**src/common/sbsw_defs.svh**
```systemverilog
// Constants for the send-byte switch controller
`ifndef SBSW_DEFS_SVH
`define SBSW_DEFS_SVH
`define SBSW_ADDR_HI5      5'h16
`define SBSW_ADDR_LO_LOW   2'h0
`define SBSW_ADDR_LO_MID   2'h1
`define SBSW_ADDR_LO_HIGH  2'h2
`define SBSW_SEL_LOW       2'h0
`define SBSW_SEL_MID       2'h1
`define SBSW_SEL_HIGH      2'h2
`define SBSW_BIT_CNT_W     4
`define SBSW_BITS_PER_BYTE 4'h8
`define SBSW_SW_RESET      2'h0
`endif

```
**src/common/sbsw_pkg.sv**
```systemverilog
// Types for the send-byte switch controller
package sbsw_pkg;
    typedef enum logic [4:0] {
        SBSW_IDLE = 5'b00001,
        SBSW_ADDR = 5'b00010,
        SBSW_AACK = 5'b00100,
        SBSW_CMD  = 5'b01000,
        SBSW_CACK = 5'b10000
    } sbsw_state_e;
    typedef struct packed {
        logic scl;
        logic sda;
    } sbsw_bus_s;
endpackage : sbsw_pkg

```
**src/sbsw_ctrl.sv**
```systemverilog
// SMBus send-byte slave driving two power switch enables
`timescale 1ns/1ps
`default_nettype none
`include "sbsw_defs.svh"
module sbsw_ctrl
    import sbsw_pkg::*;
(
    // Clock and reset
    input  wire logic       i_clk,
    input  wire logic       i_rstn,
    // Bus pins
    input  wire logic       i_scl,
    input  wire logic       i_sda,
    output logic            o_sda_out,
    output logic            o_sda_oen,
    // Three-level address select, already resolved to low/mid/high code
    input  wire logic [1:0] i_address_select_pin,
    // Switch enables
    output logic            o_switch0_output,
    output logic            o_switch1_output
);
    // ****************************************************************
    // Synchronisers and edge detection
    // ****************************************************************
    sbsw_bus_s   meta_reg;
    sbsw_bus_s   sync_reg;
    sbsw_bus_s   last_reg;
    logic [1:0]  sel_meta_reg;
    logic [1:0]  sel_reg;
    always_ff @(posedge i_clk or negedge i_rstn)
    begin
        if (!i_rstn)
        begin
            meta_reg     <= '{scl: 1'b1, sda: 1'b1};
            sync_reg     <= '{scl: 1'b1, sda: 1'b1};
            last_reg     <= '{scl: 1'b1, sda: 1'b1};
            sel_meta_reg <= `SBSW_SEL_LOW;
            sel_reg      <= `SBSW_SEL_LOW;
        end
        else
        begin
            meta_reg     <= '{scl: i_scl, sda: i_sda};
            sync_reg     <= meta_reg;
            last_reg     <= sync_reg;
            sel_meta_reg <= i_address_select_pin;
            sel_reg      <= sel_meta_reg;
        end
    end
    logic scl_rise;
    logic scl_fall;
    logic start_det;
    logic stop_det;
    assign scl_rise  = sync_reg.scl & ~last_reg.scl;
    assign scl_fall  = ~sync_reg.scl & last_reg.scl;
    assign start_det = sync_reg.scl & last_reg.scl & last_reg.sda & ~sync_reg.sda;
    assign stop_det  = sync_reg.scl & last_reg.scl & ~last_reg.sda & sync_reg.sda;

    // ****************************************************************
    // Own address
    // ****************************************************************
    logic [6:0] own_addr;
    always_comb
    begin
        case (sel_reg)
            `SBSW_SEL_MID:  own_addr = {`SBSW_ADDR_HI5, `SBSW_ADDR_LO_MID};
            `SBSW_SEL_HIGH: own_addr = {`SBSW_ADDR_HI5, `SBSW_ADDR_LO_HIGH};
            default:        own_addr = {`SBSW_ADDR_HI5, `SBSW_ADDR_LO_LOW};
        endcase
    end

    // ****************************************************************
    // Transfer state machine
    // ****************************************************************
    sbsw_state_e                 state_reg;
    logic [7:0]                  shift_reg;
    logic [`SBSW_BIT_CNT_W-1:0]  cnt_reg;
    logic                        ack_done_reg;
    logic                        cmd_valid_reg;
    logic [1:0]                  hold_reg;
    always_ff @(posedge i_clk or negedge i_rstn)
    begin
        if (!i_rstn)
        begin
            state_reg     <= SBSW_IDLE;
            shift_reg     <= 8'h00;
            cnt_reg       <= '0;
            ack_done_reg  <= 1'b0;
            cmd_valid_reg <= 1'b0;
            hold_reg      <= `SBSW_SW_RESET;
        end
        else if (start_det)
        begin
            state_reg     <= SBSW_ADDR;
            cnt_reg       <= '0;
            cmd_valid_reg <= 1'b0;
        end
        else if (stop_det)
        begin
            // Stop consumes any pending command, so a stray second Stop cannot replay it
            state_reg     <= SBSW_IDLE;
            cmd_valid_reg <= 1'b0;
        end
        else
        begin
            case (state_reg)
                SBSW_ADDR, SBSW_CMD:
                begin
                    if (scl_rise)
                    begin
                        shift_reg <= {shift_reg[6:0], sync_reg.sda};
                        cnt_reg   <= cnt_reg + 1'b1;
                    end
                    else if (scl_fall && cnt_reg == `SBSW_BITS_PER_BYTE)
                    begin
                        cnt_reg      <= '0;
                        ack_done_reg <= 1'b0;
                        if (state_reg == SBSW_CMD)
                            state_reg <= SBSW_CACK;
                        else if (shift_reg == {own_addr, 1'b0})
                            state_reg <= SBSW_AACK;
                        else
                            state_reg <= SBSW_IDLE;
                    end
                end
                SBSW_AACK, SBSW_CACK:
                begin
                    if (scl_rise)
                        ack_done_reg <= 1'b1;
                    else if (scl_fall && ack_done_reg)
                    begin
                        if (state_reg == SBSW_AACK)
                            state_reg <= SBSW_CMD;
                        else
                        begin
                            state_reg     <= SBSW_IDLE;
                            hold_reg      <= shift_reg[1:0];
                            cmd_valid_reg <= 1'b1;
                        end
                    end
                end
                SBSW_IDLE: ;
                default: state_reg <= SBSW_IDLE;
            endcase
        end
    end

    // ****************************************************************
    // Open-drain acknowledge
    // ****************************************************************
    always_ff @(posedge i_clk or negedge i_rstn)
    begin
        if (!i_rstn)
            o_sda_oen <= 1'b1;
        else
            o_sda_oen <= ~((state_reg == SBSW_AACK || state_reg == SBSW_CACK)
                           && !start_det && !stop_det);
    end
    assign o_sda_out = 1'b0;

    // ****************************************************************
    // Output enables, updated at Stop only
    // ****************************************************************
    always_ff @(posedge i_clk or negedge i_rstn)
    begin
        if (!i_rstn)
        begin
            o_switch0_output <= 1'b0;
            o_switch1_output <= 1'b0;
        end
        else if (stop_det && cmd_valid_reg)
        begin
            o_switch0_output <= hold_reg[0];
            o_switch1_output <= hold_reg[1];
        end
    end
endmodule : sbsw_ctrl
`default_nettype wire

```
**config.mk**
```make
export PLATFORM = sky130hd
export DESIGN_NAME = sbsw_ctrl
export DESIGN_NICKNAME = d
export VERILOG_FILES = /design/src/common/sbsw_pkg.sv /design/src/sbsw_ctrl.sv
export VERILOG_INCLUDE_DIRS = /design/src /design/src/common
export SDC_FILE = /design/constraint.sdc
export NUM_CORES = 1
export LEC_CHECK = 0
export ABC_AREA = 1
export BUFFER_PORTS_ARGS = -buffer_cell sky130_fd_sc_hd__clkbuf_2
export CAP_MARGIN = 20
export CORE_MARGIN = 8
export CORE_UTILIZATION = 55
export CTS_CLUSTER_SIZE = 28
export DETAILED_ROUTE_END_ITERATION = 8
export GPL_ROUTABILITY_DRIVEN = 1
export PLACE_DENSITY_LB_ADDON = 0.1
export SLEW_MARGIN = 20
export SYNTH_ARGS = -nofsm -noshare
export SYNTH_HDL_FRONTEND = slang
export SYNTH_SLANG_ARGS = --single-unit
```
**constraint.sdc**
```tcl
create_clock -name i_clk -period 3.9 [get_ports i_clk]
set_clock_uncertainty 0.1 [all_clocks]
set_input_delay 0.78 -clock i_clk [delete_from_list [all_inputs] [get_ports i_clk]]
set_output_delay 0.78 -clock i_clk [all_outputs]
set_load 0.02 [all_outputs]
```
==> results.md <==
- Worst path required time: a little over 3 ns
- Post-CTS Repair Setup Buffers: 0
- Max reg flops: 8
- Area share of the largest cell type after synthesis: 40.0%
- Internal: 0.498 mW
- # DRC: 0
- Port bufs: 8
- Max-slew violations: 0
- DR pass1 iterations: 4
- Yosys Warn Count: 0
- Inserted Diodes: 0
- Proportion of power drawn by combinational gates: between 10% and 20%
- Crit path largest cell delay: 0.53 ns
- Hpwl dp: 2.07 mm
- Area growth from synthesis to layout: 7.31%
- Switch Pwr: between 0.2 and 0.25 mW
- Die ar.: just under 5000 sq um
- Initial drt markers: 89
- Ports: 10
- Clk slew on worst S/H paths: 0.11 ns
- Commonest non-fill, non-tap cell in the layout: nand2_1
- Sequential share of the synthesized area: 52.9%
- Pwr/cell area: 413 nW/um^2
- Netlist cell types: 28
- Crit share post-route: about 50%
- CTS root buf: clkbuf_4
- Initial antenna violation count: 0
- Core Box Area: approximately 2800 sq um
- GRT Util Overall: approximately an eighth
- Layout cells sized above 1: 24.9%
- Worst path buffer plus inverter count: 1
- Worst-Margin Slew: a little under 0.8 ns
- RSZ-0062 raised after global routing: no
- LEAKAGE: slightly below 0.9 nW
- Average cell area after synthesis: 9.09 sq um
- Share of power burned in registers: a little under three fifths
- First-pass GRT wire length: 4.82 mm
- Critical-path top delay cell: dfstp_2
- Starting Density: 58.5%
- Die height: 70.4 microns
- Most frequent cells in the layout: nand2_1, dfrtp_1, inv_1
- Total CTS buffers: 5
- Max Fclk: 526 MHz
- CTS tree: done
- Hold-fix buffers, CTS: 0
- Post-layout minimum cycle time: approximately 1.9 ns
- Setup TNS: 0 ns
- Worst vdd ir: about 350 uV
- Final #Nets: 200
- H-tree depth: 2
- Slew headroom: 47.4%
- Hold Fails Final Rpt: 0
- Total wire length: 2.80 mm
- # setup viols final: 0
- Core Rows: 19
- Clock network fraction of design power: 27.1%
- Clk_lat worst skew: 0.34 ns
- Die W: 70.4 microns
- Post-synth net total: about 190
- Netlist Area Pre-Place: between 1500 and 2000 sq um
- Hold crit path type: flop to flop
- Final GP Congestion: ~0.85
- Antenna Violating Nets Remaining: 0
- Worst Path Max Fanout: 1
- Avg WL per Cell: 12.5 microns
- Total number of vias: between 1000 and 1500
- Largest cells by area after synthesis: dfrtp_1, dfstp_2, nand2_1, inv_1, nand3_1
- Clock Path Buffers: 2
- Area leader, netlist: dfrtp_1
- Clock Sink Count: 34
- Maxcap violations: 0
- Critical path launch point type: flop
- Worst path top cell family by delay: flip-flops
- CTS resizes: 0
- DR vias/cell: ~5.3
- Setup crit end kind: output port
- Outcome: finished clean
- Post-route insts no fill: between 200 and 250
- Arrival @ worst endpoint: 1.02 ns
- Flops & latches, synth: 34
- CP Cell Sequence: clkbuf_2
- Vias in the first global route: 1114
- Total grt overflow: 0
- Cell count after synthesis: approximately 180
- Largest net degree at the start of global routing: 35
- Crit Path Class: flop to output port
- Sw Share: between 30 and 40%
- Placed Instances: 216
## logic make-up after synthesis
family / synth area share (%)
DFF: 52.9
muxes: 2.31
buffers and inverters: 6.77
and+or+nand+nor: 29.8
other: 0.231
xor gates and xnor gates: 0.539
AOI/OAI and AO/OA: 5.92
adders and majority gates: 1.54
## power by group through the flow
stage	sequential (mW)	combinational, mW	clock (mW)
after global placement	0.420	0.107	0
after global routing	0.419	0.127	0.215
after detailed placement	0.421	0.110	0
after floorplan	0.416	0.0851	0
final	0.415	0.111	0.195
after CTS	0.415	0.111	0.199
## cell type report
type,count,area (sq um)
multi-input cells,119,656
flip-flops and latches,34,861
inverters,24,91.3
repair buffers,8,40.0
clock buffers,5,37.5
well taps,31,38.8
clock inverters,3,21.3
fillers,232,1040
## Yosys cell counts (all sizes together)
library cell and instances:
xor2 1, ha 2, a31oi 1, nor3b 1, inv 23, buf 2
dfrtp 26, o21ai 14, nor2 19, nand3 22, conb 1, clkinv 1
nor3 1, a21oi 4, dfstp 8, mux2 3, or2 1, nand2 46
nand4 3
## per-stage QoR
step	power [mW]	util, %	setup WS, ns	instance area (sq um)	hold WS, ns
global placement	0.528	60.6	2.37	1690	0.233
detailed placement	0.531	60.6	2.31	1690	0.235
global route	0.761	62.8	1.97	1750	0.262
floorplan	0.501	-	2.46	1630	0.231
CTS	0.726	62.8	1.98	1750	0.259
finish	0.721	62.8	2.00	1750	0.258
## worst paths after layout
| check | cells after the start | from | endpoint | slack (ns) |
|---|---|---|---|---|
| min | 0 | sel_meta_reg[1] | sel_reg[1] | 0.26 |
| max reg2reg | 9 | last_reg[0] | hold_reg[0] | 2.29 |
| max in group asynchronous | 1 | i_rstn | shift_reg[7] | 2.80 |
| max | 1 | o_sda_oen | o_sda_oen | 2.00 |
| min in group asynchronous | 1 | i_rstn | state_reg[1] | 0.40 |
| min reg2reg | 0 | sel_meta_reg[1] | sel_reg[1] | 0.26 |
## per-layer routing
layer | part of all wire [%] | wire length [microns] | global-route usage (%) | vias up
li1 | - | - | - | 594
met1 | 49 | 1380 | 13.9 | 557
met2 | 45 | 1270 | 18.9 | 21
met3 | 4.1 | 116 | 5.37 | 5
met4 | 1.5 | 42 | 4.69 | 0
met5 | 0 | 0 | 0 | -
Note: power is estimated with default switching activity, not from simulation.
